===== config.mk =====
export PLATFORM = sky130hd
export DESIGN_NAME = dcspm_core
export DESIGN_NICKNAME = d
export VERILOG_FILES = /design/src/common/dcspm_pkg.sv /design/src/core/dcspm_pin_cell.sv /design/src/core/dcspm_core.sv
export SDC_FILE = /design/constraint.sdc
export NUM_CORES = 1
export LEC_CHECK = 0
export BUFFER_PORTS_ARGS = -buffer_cell sky130_fd_sc_hd__buf_4
export CORE_MARGIN = 1.5
export CORE_UTILIZATION = 40
export DETAILED_ROUTE_END_ITERATION = 16
export PLACE_DENSITY = 0.73
export SKIP_LAST_GASP = 1
export SLEW_MARGIN = 40
export SYNTH_ARGS = -nofsm -noshare
export SYNTH_HDL_FRONTEND = slang
export SYNTH_SLANG_ARGS = --single-unit

===== constraint.sdc =====
create_clock -name clk -period 3.4 [get_ports clk]
set_input_delay 0.85 -clock clk [delete_from_list [all_inputs] [get_ports clk]]
set_output_delay 0.85 -clock clk [all_outputs]
set_load 0.005 [all_outputs]

===== src/common/dcspm_pkg.sv =====
/*
 * Constants for the device status word and the shared-pin multiplexer:
 * register offsets, strap vector layout, status field positions and pin roles.
 * Assumes the byte-addressed register port of the core and sixteen shared pins.
 */
package dcspm_pkg;

    // ****************************************************************
    // Register port
    // ****************************************************************
    localparam int          ADDR_W         = 8;
    localparam int          DATA_W         = 32;
    localparam logic [7:0]  OFS_STATUS     = 8'h00;
    localparam logic [7:0]  OFS_GPIO_EN    = 8'h04;
    localparam logic [7:0]  OFS_GPIO_DIR   = 8'h08;
    localparam logic [7:0]  OFS_GPIO_OUT   = 8'h0c;
    localparam logic [7:0]  OFS_GPIO_IN    = 8'h10;

    // ****************************************************************
    // Strap vector layout
    // ****************************************************************
    localparam int          STRAP_W        = 11;
    localparam int          STRAP_PCI      = 0;
    localparam int          STRAP_ETH      = 1;
    localparam int          STRAP_HPW      = 2;
    localparam int          STRAP_PSI      = 3;
    localparam int          STRAP_MUL_LO   = 4;
    localparam int          STRAP_MUL_HI   = 5;
    localparam int          STRAP_BYTE_ORDER_STRAP     = 6;
    localparam int          STRAP_BOOT_LO  = 7;
    localparam int          STRAP_BOOT_HI  = 8;
    localparam int          STRAP_XCLK_LO  = 9;
    localparam int          STRAP_XCLK_HI  = 10;
    // Defaults: PCI off, x1, little endian, no boot, external memory clock input
    localparam logic [10:0] STRAP_DEFAULT  = 11'h040;
    // Edges after release before the synchronised straps are trusted
    localparam logic [1:0]  STRAP_SETTLE   = 2'h2;

    // ****************************************************************
    // Status word fields
    // ****************************************************************
    localparam int          ST_XCLK_LSB    = 0;
    localparam int          ST_BOOT_LSB    = 2;
    localparam int          ST_BYTE_ORDER_STRAP        = 4;
    localparam int          ST_MUL_LSB     = 5;
    localparam int          ST_RSVD        = 7;
    localparam int          ST_PCI         = 8;
    localparam int          ST_PSI         = 9;
    localparam int          ST_HPW         = 10;
    localparam int          ST_ETH         = 11;
    localparam int          ST_USED_W      = 12;

    // ****************************************************************
    // Shared pins
    // ****************************************************************
    localparam int          PIN_N          = 16;
    localparam int          PIN_CLK4       = 1;
    localparam int          PIN_CLK6       = 2;
    localparam int          PIN_VIDEO_DAC_CTRL       = 8;
    localparam int          PIN_PCI_LO     = 9;
    localparam int          PCI_PIN_N      = 7;
    localparam logic [15:0] CLKOUT_MASK    = 16'h0006;
    localparam logic [15:0] VIDEO_DAC_CTRL_MASK      = 16'h0100;
    localparam logic [15:0] PCI_MASK       = 16'hfe00;

endpackage


===== src/core/dcspm_pin_cell.sv =====
/*
 * One shared pin: picks GPIO or the alternate function, registers the pad
 * drive and enable, and synchronises the pad level with two flip-flops.
 * Assumes select inputs come from logic on clk; padIn comes from a pin.
 */
`timescale 1ns/100ps
`default_nettype none

module dcspm_pin_cell (
    input  wire logic clk,
    input  wire logic arst_n,
    input  wire logic gpioSel,
    input  wire logic gpioDir,
    input  wire logic gpioOut,
    input  wire logic altSel,
    input  wire logic altOut,
    input  wire logic altOe,
    input  wire logic padIn,
    output var  logic padOut,
    output var  logic padOe,
    output var  logic syncIn
);

    typedef struct packed {
        logic meta;
        logic sync;
        logic out;
        logic oe;
    } dcspm_cell_t;

    dcspm_cell_t cur;
    dcspm_cell_t next_cur;

    always_comb begin
        next_cur      = cur;
        next_cur.meta = padIn;
        next_cur.sync = cur.meta;
        if (gpioSel) begin
            // Direction 0 is input, 1 is output
            next_cur.out = gpioOut;
            next_cur.oe  = gpioDir;
        end else if (altSel) begin
            next_cur.out = altOut;
            next_cur.oe  = altOe;
        end else begin
            // No owner: pin floats rather than fighting an external driver
            next_cur.out = 1'b0;
            next_cur.oe  = 1'b0;
        end
    end

    always_ff @(posedge clk or negedge arst_n) begin
        if (!arst_n) begin
            cur <= '0;
        end else begin
            cur <= next_cur;
        end
    end

    assign padOut = cur.out;
    assign padOe  = cur.oe;
    assign syncIn = cur.sync;

endmodule

`default_nettype wire


===== src/core/dcspm_core.sv =====
/*
 * Device status word latched from board straps after reset, plus the
 * shared-pin multiplexer with GPIO enable, direction and output registers.
 * Assumes straps are held steady by resistors around reset, alternate
 * functions come from logic on clk, and the register master never waits.
 */
// The placing of the registers and the plain strobed port are this design's own decisions.
`timescale 1ns/100ps
`default_nettype none

module dcspm_core (
    input  wire logic        clk,
    input  wire logic        arst_n,
    input  wire logic [7:0]  addr,
    input  wire logic [31:0] wrData,
    input  wire logic        wrStb,
    input  wire logic        rdStb,
    output var  logic [31:0] rdData,
    input  wire logic        pciIdSelectStrap,
    input  wire logic        ethernetCtrlOn,
    input  wire logic        hostPortWidth,
    input  wire logic        pciSerialInit,
    input  wire logic        cpuMultSelHi,
    input  wire logic        cpuMultSelLo,
    input  wire logic        byteOrderStrap,
    input  wire logic        bootSrcHi,
    input  wire logic        bootSrcLo,
    input  wire logic        xmemClkSelHi,
    input  wire logic        xmemClkSelLo,
    output var  logic        pciOwnsPins,
    output var  logic        hostGroupOwnsPins,
    output var  logic        ethernetEnabled,
    input  wire logic        clockOutDiv4,
    input  wire logic        clockOutDiv6,
    input  wire logic        videoDacCtrl,
    input  wire logic [6:0]  pciPinOut,
    input  wire logic [6:0]  pciPinOe,
    output var  logic [6:0]  pciPinIn,
    input  wire logic [15:0] padIn,
    output var  logic [15:0] padOut,
    output var  logic [15:0] padOe
);

    // ****************************************************************
    // State
    // ****************************************************************
    typedef struct packed {
        logic [10:0] strapMeta;
        logic [10:0] strapSync;
        logic [1:0]  settle;
        logic        captured;
        logic [10:0] strapHeld;
        logic [15:0] gpioEn;
        logic [15:0] gpioDir;
        logic [15:0] gpioOut;
        logic [31:0] rdData;
        logic        pciOwn;
        logic        hostOwn;
        logic        ethOn;
    } dcspm_state_t;

    dcspm_state_t cur;
    dcspm_state_t next_cur;

    logic [10:0] strapPins;
    logic [31:0] statusWord;
    logic [15:0] syncIn;
    logic [15:0] gpioSel;
    logic [15:0] altSel;
    logic [15:0] altOut;
    logic [15:0] altOe;

    assign strapPins = {xmemClkSelHi, xmemClkSelLo, bootSrcHi, bootSrcLo, byteOrderStrap,
                        cpuMultSelHi, cpuMultSelLo, pciSerialInit, hostPortWidth,
                        ethernetCtrlOn, pciIdSelectStrap};

    // ****************************************************************
    // Status word
    // ****************************************************************
    always_comb begin
        statusWord = '0;
        statusWord[dcspm_pkg::ST_PCI] = cur.strapHeld[dcspm_pkg::STRAP_PCI];
        // Ethernet strap means nothing while PCI owns the shared pins
        statusWord[dcspm_pkg::ST_ETH] = cur.strapHeld[dcspm_pkg::STRAP_ETH]
                                      & ~cur.strapHeld[dcspm_pkg::STRAP_PCI];
        statusWord[dcspm_pkg::ST_HPW] = cur.strapHeld[dcspm_pkg::STRAP_HPW];
        statusWord[dcspm_pkg::ST_PSI] = cur.strapHeld[dcspm_pkg::STRAP_PSI]
                                      & cur.strapHeld[dcspm_pkg::STRAP_PCI];
        statusWord[dcspm_pkg::ST_RSVD] = 1'b0;
        statusWord[dcspm_pkg::ST_MUL_LSB +: 2] = {cur.strapHeld[dcspm_pkg::STRAP_MUL_HI],
                                                  cur.strapHeld[dcspm_pkg::STRAP_MUL_LO]};
        statusWord[dcspm_pkg::ST_BYTE_ORDER_STRAP] = cur.strapHeld[dcspm_pkg::STRAP_BYTE_ORDER_STRAP];
        statusWord[dcspm_pkg::ST_BOOT_LSB +: 2] = {cur.strapHeld[dcspm_pkg::STRAP_BOOT_HI],
                                                   cur.strapHeld[dcspm_pkg::STRAP_BOOT_LO]};
        statusWord[dcspm_pkg::ST_XCLK_LSB +: 2] = {cur.strapHeld[dcspm_pkg::STRAP_XCLK_HI],
                                                   cur.strapHeld[dcspm_pkg::STRAP_XCLK_LO]};
    end

    // ****************************************************************
    // Next state
    // ****************************************************************
    always_comb begin
        next_cur           = cur;
        next_cur.strapMeta = strapPins;
        next_cur.strapSync = cur.strapMeta;
        // Straps are sampled once after release, never again until reset
        if (!cur.captured) begin
            if (cur.settle == dcspm_pkg::STRAP_SETTLE) begin
                next_cur.strapHeld = cur.strapSync;
                next_cur.captured  = 1'b1;
            end else begin
                next_cur.settle = cur.settle + 2'h1;
            end
        end
        // Ownership follows the held PCI strap, so the groups never overlap
        next_cur.pciOwn  = cur.strapHeld[dcspm_pkg::STRAP_PCI];
        next_cur.hostOwn = ~cur.strapHeld[dcspm_pkg::STRAP_PCI];
        next_cur.ethOn   = cur.strapHeld[dcspm_pkg::STRAP_ETH]
                         & ~cur.strapHeld[dcspm_pkg::STRAP_PCI];
        // Writes to the status word fall through untouched
        if (wrStb) begin
            case (addr)
                dcspm_pkg::OFS_GPIO_EN:  next_cur.gpioEn  = wrData[15:0];
                dcspm_pkg::OFS_GPIO_DIR: next_cur.gpioDir = wrData[15:0];
                dcspm_pkg::OFS_GPIO_OUT: next_cur.gpioOut = wrData[15:0];
                default:                 next_cur.gpioEn  = cur.gpioEn;
            endcase
        end
        next_cur.rdData = '0;
        if (rdStb) begin
            case (addr)
                dcspm_pkg::OFS_STATUS:   next_cur.rdData = statusWord;
                dcspm_pkg::OFS_GPIO_EN:  next_cur.rdData = {16'h0000, cur.gpioEn};
                dcspm_pkg::OFS_GPIO_DIR: next_cur.rdData = {16'h0000, cur.gpioDir};
                dcspm_pkg::OFS_GPIO_OUT: next_cur.rdData = {16'h0000, cur.gpioOut};
                dcspm_pkg::OFS_GPIO_IN:  next_cur.rdData = {16'h0000, syncIn};
                default:                 next_cur.rdData = '0;
            endcase
        end
    end

    always_ff @(posedge clk or negedge arst_n) begin
        if (!arst_n) begin
            cur           <= '0;
            cur.strapHeld <= dcspm_pkg::STRAP_DEFAULT;
            cur.hostOwn   <= 1'b1;
        end else begin
            cur <= next_cur;
        end
    end

    // ****************************************************************
    // Pin multiplexer
    // ****************************************************************
    genvar i;
    generate
        for (i = 0; i < dcspm_pkg::PIN_N; i++) begin : g_pin
            if (dcspm_pkg::CLKOUT_MASK[i]) begin : g_clk
                assign gpioSel[i] = cur.gpioEn[i];
                assign altSel[i]  = ~cur.gpioEn[i];
                assign altOut[i]  = (i == dcspm_pkg::PIN_CLK4) ? clockOutDiv4 : clockOutDiv6;
                assign altOe[i]   = 1'b1;
            end else if (dcspm_pkg::VIDEO_DAC_CTRL_MASK[i]) begin : g_video_dac_ctrl
                assign gpioSel[i] = cur.gpioEn[i] & cur.hostOwn;
                assign altSel[i]  = ~gpioSel[i];
                assign altOut[i]  = videoDacCtrl;
                assign altOe[i]   = 1'b1;
            end else if (dcspm_pkg::PCI_MASK[i]) begin : g_pci
                assign gpioSel[i] = cur.gpioEn[i] & cur.hostOwn;
                assign altSel[i]  = cur.pciOwn;
                assign altOut[i]  = pciPinOut[i - dcspm_pkg::PIN_PCI_LO];
                assign altOe[i]   = pciPinOe[i - dcspm_pkg::PIN_PCI_LO];
            end else begin : g_plain
                assign gpioSel[i] = cur.gpioEn[i];
                assign altSel[i]  = 1'b0;
                assign altOut[i]  = 1'b0;
                assign altOe[i]   = 1'b0;
            end
            dcspm_pin_cell u_cell (
                .clk     (clk),
                .arst_n  (arst_n),
                .gpioSel (gpioSel[i]),
                .gpioDir (cur.gpioDir[i]),
                .gpioOut (cur.gpioOut[i]),
                .altSel  (altSel[i]),
                .altOut  (altOut[i]),
                .altOe   (altOe[i]),
                .padIn   (padIn[i]),
                .padOut  (padOut[i]),
                .padOe   (padOe[i]),
                .syncIn  (syncIn[i])
            );
        end
    endgenerate

    assign pciPinIn          = syncIn[15:9];
    assign rdData            = cur.rdData;
    assign pciOwnsPins       = cur.pciOwn;
    assign hostGroupOwnsPins = cur.hostOwn;
    assign ethernetEnabled   = cur.ethOn;

    // ****************************************************************
    // Checks
    // ****************************************************************
    status_rsvd_a: assert property (@(posedge clk) disable iff (!arst_n)
        rdStb && addr == dcspm_pkg::OFS_STATUS |=> rdData[31:12] == '0 && !rdData[7])
        else $error("reserved status bits not zero");

    status_pci_a: assert property (@(posedge clk) disable iff (!arst_n)
        rdStb && addr == dcspm_pkg::OFS_STATUS |=> rdData[8] == pciOwnsPins)
        else $error("PCI status bit disagrees with pin ownership");

    eth_gated_a: assert property (@(posedge clk) disable iff (!arst_n)
        rdStb && addr == dcspm_pkg::OFS_STATUS && pciOwnsPins |=> !rdData[11] && !ethernetEnabled)
        else $error("ethernet shown on while PCI selected");

    serial_gated_a: assert property (@(posedge clk) disable iff (!arst_n)
        rdStb && addr == dcspm_pkg::OFS_STATUS && !statusWord[dcspm_pkg::ST_PCI] |=> !rdData[9])
        else $error("serial init shown without PCI");

    straps_held_a: assert property (@(posedge clk) disable iff (!arst_n)
        cur.captured |=> $stable(cur.strapHeld) && cur.captured)
        else $error("straps changed after capture");

    owners_excl_a: assert property (@(posedge clk) disable iff (!arst_n)
        pciOwnsPins != hostGroupOwnsPins)
        else $error("pin ownership not exclusive");

    capture_time_a: assert property (@(posedge clk) disable iff (!arst_n)
        $rose(arst_n) |-> ##[0:3] cur.captured)
        else $error("straps not captured in time");

    clk4_default_a: assert property (@(posedge clk) disable iff (!arst_n)
        arst_n && !cur.gpioEn[1] |=> padOe[1] && padOut[1] == $past(clockOutDiv4))
        else $error("clock output pin not driving clock");

    video_dac_ctrl_pci_a: assert property (@(posedge clk) disable iff (!arst_n)
        cur.pciOwn |=> padOe[8] && padOut[8] == $past(videoDacCtrl))
        else $error("video DAC pin taken while PCI selected");

    gpio_dir_a: assert property (@(posedge clk) disable iff (!arst_n)
        cur.gpioEn[0] |=> padOe[0] == $past(cur.gpioDir[0]) && padOut[0] == $past(cur.gpioOut[0]))
        else $error("GPIO pin direction or level wrong");

    gp8_dir_a: assert property (@(posedge clk) disable iff (!arst_n)
        cur.gpioEn[8] && cur.hostOwn && !cur.gpioDir[8] |=> !padOe[8])
        else $error("pin 8 drives while set as input");

endmodule

`default_nettype wire


### Yosys cells after proc, flatten, opt, wreduce, memory -nomap -nowiden

Cells that the tools add are included.

| cells by class | value |
|---|---|
| reductions and logical operators | 6 |
| bitwise gates (word level) | 13 |
| equality and inequality tests | 5 |
| mux-type cells | 27 |
| $add $sub $neg | 1 |

Operator list:

| kind | count |
|---|---|
| $pmux 16 s5 | 1 |
| $mux 2 | 23 |
| $mux 12 | 2 |
| $eq 8x4->1 const B | 2 |
| $mux 16 | 1 |
| $and 1x1->1 | 10 |
| $reduce_and 2->1 | 5 |
| $eq 8x3->1 const B | 1 |
| $eq 8x5->1 const B | 1 |
| $logic_not 8->1 | 1 |
| $not 1->1 | 3 |
| $add 2x1->2 const B | 1 |
| $eq 2x2->1 const B | 1 |

| storage, ports and cells | value |
|---|---|
| word-level logic and storage cells | 128 |
| input bits | 88 |
| flip-flop bits (word level) | 183 |
| output and inout bits | 74 |

### Logic depth before layout (Yosys ltp)

Gate-level depths: netlist (run 1).

| logic depth | value |
|---|---|
| word-level depth | 4 |
| gate-level depth with buffers | 6 |
| gate-level depth less buffers | 5 |

### Hierarchy

Synthesis (run 1) repeated with hierarchy kept, for this count alone.

| unflattened totals | value |
|---|---|
| cell total of the unflattened synthesis | 508 |
| area, all modules | 6577.6 um2 |

Modules (own cells, without submodules):

| module | area each (um2) | cells an instance | instances |
|---|---|---|---|
| dcspm_core | 4575.6 | 348 | 1 |
| dcspm_pin_cell | 125.1 | 10 | 16 |

### Least setup slack after synthesis (run 1)

Ideal clock, no wire load.

| timing path | value |
|---|---|
| path type | input port to flip-flop |
| from | in addr[5] |
| to | reg cur[73] (netlist bit) |
| path slack | 1.354 ns |
| arrival time | 1.921 ns |
| required time | 3.275 ns |
| cell stages on the path | 4 |
| path through | nor4b_4 > nand4b_2 > buf_4 > mux2_2 |

| on the way | value |
|---|---|
| longest elaborated chain between the ends | 2 |

RTL lines:

| what | RTL line | RTL |
|---|---|---|
| start: declaration | dcspm_core.sv:14 | `input wire logic [7:0] addr,` |
| $eq 8x3->1 | dcspm_core.sv:122 | `case (addr)` |
| $reduce_and 2->1 (no source line) | -- |  |
| end signal: assignment | dcspm_core.sv:148 | `cur <= next_cur;` |
| end: declaration | dcspm_core.sv:62 | `dcspm_state_t cur;` |

No other way between the ends.
A chain may end at the register's enable or synchronous reset.

### Worst setup path after layout (run 1)

| timing path | value |
|---|---|
| from | reg cur, in the netlist hostGroupOwnsPins |
| to | out hostGroupOwnsPins |

RTL lines:

| what | RTL line | RTL |
|---|---|---|
| end: declaration | dcspm_core.sv:31 | `output var logic hostGroupOwnsPins,` |

No word-level cell between the ends.

==> results of run 1 <==
[power by group through the flow]
stage          clock network (mW)  registers, mW  logic, mW
6_report                     1.87           2.12      0.262
5_1_grt                      2.03           2.13      0.290
4_1_cts                      1.92           2.12      0.267
3_5_place_dp                    0           2.16      0.266
3_3_place_gp                    0           2.15      0.255
2_1_floorplan                   0           2.13      0.141
[layer usage]
metal	vias to the layer above	share of wire [%]
met4	0	1.7
li1	1733	-
met2	123	51
met3	16	5.4
met5	-	0
met1	1885	42
[registers in the layout (all words and copies together) (netlist names)]
register             cells
pciOwnsPins              1
g_pin.u_cell.padOe      16
ethernetEnabled          1
hostGroupOwnsPins        1
g_pin.u_cell.padOut     16
rdData                  16
cur                     84
g_pin.u_cell.cur        16
g_pin.u_cell.syncIn     16
[per-stage QoR]
stage / hold WS [ns] / setup WS, ns
floorplan: 0.331 / 1.35
global placement: 0.332 / 0.908
detailed placement: 0.335 / 0.876
CTS: 0.348 / 1.11
global route: 0.353 / 1.06
finish: 0.348 / 1.14
[synthesized netlist by cell type (4+ instances only)]
cell type	number
and2_1	12
mux2i_1	19
buf_4	72
a21oi_1	9
mux2_2	62
nand3_1	29
buf_2	6
nand2_1	23
a32oi_1	4
a22oi_1	6
o22ai_1	9
dfrtp_1	165
clkbuf_1	5
nor2b_1	7
a22o_1	9
[final timing paths]
path,start,to,slack (ns),cells after the start
min in group asynchronous,arst_n,cur[114]$_DFF_PN0_,0.40,1
min reg2reg,g_pin[12].u_cell.cur[3]$_DFF_PN0_,g_pin[12].u_cell.syncIn$_DFF_PN0_,0.35,0
min,g_pin[12].u_cell.cur[3]$_DFF_PN0_,g_pin[12].u_cell.syncIn$_DFF_PN0_,0.35,0
max in group asynchronous,arst_n,hostGroupOwnsPins$_DFF_PN1_,2.15,2
max reg2reg,cur[95]$_DFFE_PN0P_,cur[90]$_DFFE_PN0P_,1.74,4
max,hostGroupOwnsPins$_DFF_PN1_,hostGroupOwnsPins,1.14,1
[worst register-to-register path: stages, from the launching register on]
cell and delay, ns:
dfrtp_1 0.36, inv_1 0.09, ha_1 0.17, nor2b_2 0.51
mux2_2 0.41
[final cells by class]
type                            instances  area (um^2)  share of cell area (%)
Multi-Input combinational cell        235         1830                    23.2
Timing Repair Buffer                  136         1040                    13.1
Clock buffer                           18          429                    5.42
Tap cell                              216          270                    3.42
Inverter                                3         11.3                   0.142
Clock inverter                         14          150                    1.90
Sequential cell                       167         4180                    52.8
[kinds of logic after synthesis]
| family | after synthesis | synth area share, % |
|---|---|---|
| AOI/OAI and AO/OA | 44 | 4.83 |
| buffers and inverters | 90 | 9.47 |
| adders and majority gates | 1 | 0.190 |
| and+or+nand+nor | 92 | 8.25 |
| other | 1 | 0.0570 |
| xor gates and xnor gates | 1 | 0.133 |
| DFF | 167 | 63.6 |
| muxes | 81 | 13.5 |
==> results.json, run 1 <==
{
  "p_leak_nw": 3.88,
  "cp_max_fo": 23,
  "nNetsFinal": 649,
  "share_comb_of_total_power_pct": 6.1,
  "grt_max_degree": 88,
  "first_global_vias": 4071,
  "final_area_um2": 7910,
  "syn_inst": 477,
  "cp_cell_sequence": "buf_4",
  "ant_nets": 0,
  "synth_flop_cell": "dfrtp_1",
  "finalPower_mw": 4.25,
  "io_pins": 162,
  "clock-sinks": 167,
  "p_int_mw": 3.29,
  "cts_buffer_depth": 2,
  "final_util_pct": 49.5,
  "place_area_um2": 7330,
  "finalCritPeriodShare_pct": 66.6,
  "track_usage_pct": 16.7,
  "drc": 0,
  "mostFrequentLayoutCells": "dfrtp_1 (165), buf_4 (134), mux2_2 (62)",
  "ys_seq_area_share_pct": 63.6,
  "hold_class": "flip-flop to flip-flop",
  "fillers": 1425,
  "final_common_cell": "dfrtp_1",
  "powerDensity_nw_per_um2": 538,
  "clkTransAtPathRegs_ns": 0.07,
  "drtIter0Drc": 228,
  "dp_hpwl_um": 9550,
  "use_met2_pct": 27.8,
  "fin_crit_ns": 2.26,
  "slew_headroom_pct": 55.4,
  "grt_util_met1_pct": 20.8,
  "ys_ff_latch": 167,
  "slew_violations": 0,
  "cts_resized": 0,
  "netlist_area_um2": 6580,
  "coreArea_um2": 16000,
  "die_w_um": 131,
  "htreeDepth": 4,
  "hold_viol_final": 0,
  "drive_gt1_share_pct": 42.4,
  "cts_tree": "built",
  "routed_wl_um": 13500,
  "drv_cap": 0,
  "vias": 3757,
  "grtUsageMet3_pct": 4.82,
  "die_h_um": 131,
  "ctsHoldBuffers": 0,
  "clock-skew-final_ns": 0.0152,
  "worstSkewPairLatency_ns": 0.42,
  "first_pass_iters": 4,
  "n_antenna_cell": 0,
  "pwr-share-clk_pct": 44.0,
  "fmax_mhz": 442,
  "critPathMaxStageDelay_ns": 0.79,
  "rows": 46,
  "async_flop_share_pct": 100,
  "cp-end-kind": "output pin",
  "cp_slowest_cell": "dfstp_2",
  "wl_per_cell_um": 17.1,
  "start_util_pct": 41.1,
  "ys_top_cells_by_area": "dfrtp_1 (63%), mux2_2 (11%), buf_4 (8.2%), mux2i_1 (2.9%), nand3_1 (2.2%)",
  "synth_edf_count": 0,
  "fin_cells": 789,
  "synth_top_area_share_pct": 62.8,
  "root_buffer": "clkbuf_16",
  "synth_top_area_cell": "dfrtp_1",
  "vias_per_cell": 4.76,
  "crit_buf_inv": 1,
  "critPathArrivalTime_ns": 1.41,
  "p_sw_mw": 0.963,
  "dp_cells": 757,
  "die-area_um2": 17200,
  "outcome": "finished clean",
  "p_sw_share_pct": 22.6,
  "crit_family": "flip-flops",
  "cts_inserted_buffers": 17,
  "grt_setup_unrepaired": "no",
  "setup_viol": 0,
  "critPathKind": "flip-flop to output pin",
  "ys_types": 43,
  "avgSynthCellArea_um2": 13.8,
  "cp-start-kind": "flip-flop",
  "syn2layout_area_growth_pct": 20.3,
  "fin_setup_tns_ns": 0,
  "p_seq_share_pct": 49.8,
  "grt_overflow_total": 0,
  "tightestPinTransition_ns": 0.666,
  "vdd_drop_max_mv": 0.329,
  "gp_congestion": 0.807,
  "cts_post_setup_buffers_inserted": 0,
  "grt_busiest_layer": "met2",
  "yosysWarnings": 0,
  "grt_pass1_wl_um": 22000,
  "place.port_buffers": 129,
  "antenna_found_initial": 0,
  "cp.required_ns": 2.55
}
Note: power is estimated with default switching activity, not from simulation.
==> inputs of run 2 (changes only) <==
Settings changed: ABC_AREA set to 1, PLACE_DENSITY 0.73 to 0.75.
Clock period 3.4 ns to 1.8 ns, I/O delays scaled along.
==> results.json, run 2 <==
{
  "die-area_um2": 17700,
  "nNetsFinal": 832,
  "mostFrequentLayoutCells": "dfrtp_1 (165), buf_4 (145), nand2_1 (96)",
  "drc": 0,
  "powerDensity_nw_per_um2": 1040,
  "final_common_cell": "dfrtp_1",
  "clkTransAtPathRegs_ns": 0.06,
  "die_h_um": 133,
  "hold_class": "input port to flip-flop",
  "place.port_buffers": 129,
  "ys_ff_latch": 167,
  "clock-sinks": 167,
  "critPathArrivalTime_ns": 1.29,
  "setup_viol": 0,
  "yosysWarnings": 0,
  "p_leak_nw": 4.13,
  "grt_setup_unrepaired": "no",
  "cp_slowest_cell": "dfstp_2",
  "first_global_vias": 4460,
  "grt_busiest_layer": "met2",
  "drive_gt1_share_pct": 28.7,
  "slew_headroom_pct": 64.3,
  "finalCritPeriodShare_pct": 96.5,
  "ys_seq_area_share_pct": 61.8,
  "cp_cell_sequence": "buf_4",
  "outcome": "finished clean",
  "critPathKind": "flip-flop to output pin",
  "vdd_drop_max_mv": 0.646,
  "worstSkewPairLatency_ns": 0.42,
  "critPathMaxStageDelay_ns": 0.70,
  "drtIter0Drc": 399,
  "root_buffer": "clkbuf_16",
  "first_pass_iters": 5,
  "dp_hpwl_um": 10600,
  "async_flop_share_pct": 100,
  "final_area_um2": 8220,
  "cp_max_fo": 11,
  "cp-end-kind": "output pin",
  "top_register": "cur",
  "rows": 47,
  "syn2layout_area_growth_pct": 21.5,
  "place_area_um2": 7580,
  "synth_top_area_cell": "dfrtp_1",
  "tightestPinTransition_ns": 0.534,
  "fin_ws_ns": 0.0638,
  "wl_per_cell_um": 15.3,
  "ys_types": 28,
  "cp-start-kind": "flip-flop",
  "grtUsageMet3_pct": 4.37,
  "clock-skew-final_ns": 0.00668,
  "synth_edf_count": 0,
  "grt_max_degree": 56,
  "ys_top_cells_by_area": "dfrtp_1 (61%), buf_4 (8.3%), nand3_1 (5.3%), nand2_1 (5.3%), o21ai_0 (4.7%)",
  "cts_inserted_buffers": 17,
  "largest_reg_flops": 84,
  "htreeDepth": 4,
  "grt_pass1_wl_um": 23700,
  "die_w_um": 133,
  "vias": 4508,
  "fin_setup_tns_ns": 0,
  "cts_buffer_depth": 2,
  "ant_nets": 0,
  "fin_crit_ns": 1.74,
  "track_usage_pct": 17.9,
  "io_pins": 162,
  "routed_wl_um": 14900,
  "fillers": 1497,
  "syn_inst": 650,
  "antenna_found_initial": 0,
  "synth.most_common_cell": "dfrtp_1",
  "cp.required_ns": 1.35,
  "coreArea_um2": 16500,
  "grt_overflow_total": 0,
  "n_antenna_cell": 0,
  "cts_tree": "built",
  "vias_per_cell": 4.62,
  "gp_congestion": 0.798,
  "synth_top_area_share_pct": 61.1,
  "avgSynthCellArea_um2": 10.4,
  "fmax_mhz": 576,
  "grt_util_met1_pct": 24.4,
  "hold_viol_final": 0,
  "start_util_pct": 40.9,
  "drv_cap": 0,
  "netlist_area_um2": 6760,
  "slew_violations": 0,
  "pre_cts_slack_ns": 0.0328,
  "crit_family": "flip-flops",
  "crit_buf_inv": 1,
  "netlist_top_cells_count": "dfrtp_1 (165), nand2_1 (96), buf_4 (75)",
  "use_met2_pct": 27.5,
  "synth_flop_cell": "dfrtp_1"
}
==> run 2: path summary, 6_finish.rpt <==
| path | cells past startpoint | endpoint | startpoint | slack [ns] |
|---|---|---|---|---|
| min in group asynchronous | 2 | cur[87]$_DFFE_PN0P_ | arst_n | 0.49 |
| worst min register to register | 0 | g_pin[1].u_cell.syncIn$_DFF_PN0_ | g_pin[1].u_cell.cur[3]$_DFF_PN0_ | 0.35 |
| worst max-delay path | 1 | hostGroupOwnsPins | hostGroupOwnsPins$_DFF_PN1_ | 0.06 |
| worst min-delay path | 1 | g_pin[10].u_cell.cur[3]$_DFF_PN0_ | padIn[10] | 0.13 |
| max in group asynchronous | 3 | rdData[14]$_DFF_PN0_ | arst_n | 0.70 |
| worst max register to register | 4 | cur[86]$_DFFE_PN0P_ | cur[95]$_DFFE_PN0P_ | 0.26 |
==> run 2: through the flow <==
step	std cells	utilization, %	hold slack, ns	total power, mW
6_report	975	49.7	0.132	8.56
3_5_place_dp	943	45.8	0.335	4.78
4_1_cts	975	49.7	0.110	8.68
3_3_place_gp	943	45.8	0.332	4.76
5_1_grt	975	49.7	0.110	8.93
2_1_floorplan	665	-	0.154	4.46
==> run 2: layer usage <==
layer,up-vias,part of all wire [%]
met4,0,2.1
met2,180,47
met1,2147,43
li1,2163,-
met5,-,0
met3,18,7.4
==> run 2: kinds of logic after synthesis <==
logic type,after synthesis,synth area share [%]
compound gates,90,6.90
fa+ha+maj,1,0.185
mux,9,1.50
flops,167,61.8
buf+inv,160,14.1
simple gates,221,15.3
xor+xnor,1,0.130
other cells,1,0.0555
==> run 2: where the power goes <==
group | internal (mW) | switching, mW | leakage, nW
Sequential | 3.98 | 0.101 | 1.90
Clock | 2.37 | 1.49 | 0.304
Combinational | 0.294 | 0.331 | 1.93
==> run 2: layout make-up <==
class                           count  area [um^2]  share of cell area, %
Sequential cell                   167         4180                   50.9
Multi-Input combinational cell    338         1680                   20.5
Timing Repair Buffer              151         1190                   14.5
Clock buffer                       18          439                   5.34
Tap cell                          220          275                   3.35
Inverter                           68          255                   3.11
Clock inverter                     13          193                   2.34
==> run 2: what timing repair did <==
item | in CTS | in global routing
hold buffers | 1 | 0
hold endpoints to repair | 30 | 0
gates resized for setup | 0 | 0
buffers inserted | 0 | 0
==> inputs of run 3 (changes only) <==
Settings changed: MAX_ROUTING_LAYER set to met4.
==> results.json, run 3 (synthesis results as in run 2) <==
{
  "cp_max_fo": 11,
  "die_w_um": 133,
  "grtUsageMet3_pct": 4.67,
  "drv_cap": 0,
  "start_util_pct": 40.9,
  "mostFrequentLayoutCells": "dfrtp_1 (165), buf_4 (145), nand2_1 (96)",
  "clock-sinks": 167,
  "crit_buf_inv": 1,
  "use_met2_pct": 27.5,
  "setup_viol": 0,
  "timing.critical_path.depth": 1,
  "gp_congestion": 0.810,
  "cp-end-kind": "output pin",
  "drc": 0,
  "fillers": 1497,
  "track_usage_pct": 18.5,
  "n_antenna_cell": 0,
  "finalCritPeriodShare_pct": 96.6,
  "die_h_um": 133,
  "worst-r2r-cell-count": 4,
  "root_buffer": "clkbuf_16",
  "worstSkewPairLatency_ns": 0.42,
  "grt_setup_unrepaired": "no",
  "ant_nets": 0,
  "hold_class": "input port to flip-flop",
  "grt_util_met1_pct": 24.6,
  "crit_family": "flip-flops",
  "critPathMaxStageDelay_ns": 0.70,
  "cp-start-kind": "flip-flop",
  "slew_headroom_pct": 63.9,
  "powerDensity_nw_per_um2": 1040,
  "cp.required_ns": 1.35,
  "first_pass_iters": 6,
  "slew_violations": 0,
  "dp_hpwl_um": 10600,
  "clkTransAtPathRegs_ns": 0.06,
  "grt_max_degree": 56,
  "nNetsFinal": 832,
  "tightestPinTransition_ns": 0.541,
  "antenna_found_initial": 0,
  "clock-skew-final_ns": 0.00706,
  "cts_inserted_buffers": 17,
  "first_global_vias": 4467,
  "largest_reg_flops": 84,
  "vias_per_cell": 4.63,
  "final_common_cell": "dfrtp_1",
  "fin_setup_tns_ns": 0,
  "finalPower_mw": 8.57,
  "cts_tree": "built",
  "grt_pass1_wl_um": 23700,
  "fmax_mhz": 575,
  "syn2layout_area_growth_pct": 21.5,
  "htreeDepth": 4,
  "grt_overflow_total": 0,
  "grt_busiest_layer": "met2",
  "drive_gt1_share_pct": 28.7,
  "coreArea_um2": 16500,
  "routed_wl_um": 14900,
  "p_leak_nw": 4.13,
  "cp_cell_sequence": "buf_4",
  "min_path_cells": 1,
  "top_register": "cur",
  "vdd_drop_max_mv": 0.646,
  "wl_per_cell_um": 15.3,
  "cp_slowest_cell": "dfstp_2",
  "die-area_um2": 17700,
  "vias": 4518,
  "critPathKind": "flip-flop to output pin",
  "rows": 47,
  "place.port_buffers": 129,
  "cts_buffer_depth": 2,
  "fin_crit_ns": 1.74,
  "critPathArrivalTime_ns": 1.29,
  "outcome": "finished clean",
  "io_pins": 162,
  "hold_viol_final": 0,
  "drtIter0Drc": 383
}
[run 3: power by group]
part | total [mW] | switching [mW] | internal, mW
Combinational | 0.625 | 0.331 | 0.294
Sequential | 4.08 | 0.102 | 3.98
Clock | 3.86 | 1.49 | 2.37
Total | 8.57 | 1.92 | 6.64
[run 3: worst paths after layout]
| kind | slack, ns | startpoint | endpoint |
|---|---|---|---|
| setup / recovery | 0.06 | hostGroupOwnsPins$_DFF_PN1_ | hostGroupOwnsPins |
| hold / removal | 0.13 | padIn[10] | g_pin[10].u_cell.cur[3]$_DFF_PN0_ |
| setup reg to reg | 0.25 | cur[95]$_DFFE_PN0P_ | cur[86]$_DFFE_PN0P_ |
| hold reg to reg | 0.35 | g_pin[1].u_cell.cur[3]$_DFF_PN0_ | g_pin[1].u_cell.syncIn$_DFF_PN0_ |
| max in group asynchronous | 0.70 | arst_n | rdData[14]$_DFF_PN0_ |
| min in group asynchronous | 0.49 | arst_n | cur[87]$_DFFE_PN0P_ |
[run 3: area by class of cell]
| class | count | area [um^2] | area share (%) |
|---|---|---|---|
| timing repair buffer | 151 | 1190 | 14.5 |
| multi-input combinational | 338 | 1680 | 20.5 |
| inverter | 68 | 255 | 3.11 |
| clock buffer | 18 | 439 | 5.34 |
| tap | 220 | 275 | 3.35 |
| clock inverter | 13 | 193 | 2.34 |
| sequential | 167 | 4180 | 50.9 |
[run 3: stage by stage]
step | instances | instance area (um^2) | utilization, % | hold WS [ns] | setup slack [ns]
2_1_floorplan | 665 | 6820 | - | 0.154 | 0.437
3_3_place_gp | 943 | 7580 | 45.8 | 0.332 | 0.102
3_5_place_dp | 943 | 7580 | 45.8 | 0.335 | 0.0328
4_1_cts | 975 | 8220 | 49.7 | 0.110 | 0.0335
5_1_grt | 975 | 8220 | 49.7 | 0.107 | 0.0169
6_report | 975 | 8220 | 49.7 | 0.132 | 0.0604
[run 3: routing by layer]
layer	vias up	wire length, um
met5	-	0
met3	17	1020
met4	0	308
met2	180	7000
li1	2167	-
met1	2154	6600
[run 3: what timing repair did]
action | 4_1_cts | 5_1_grt
resized for setup | 0 | 0
hold endpoints to repair | 30 | 0
buffers inserted | 0 | 0
hold buffers | 1 | 0
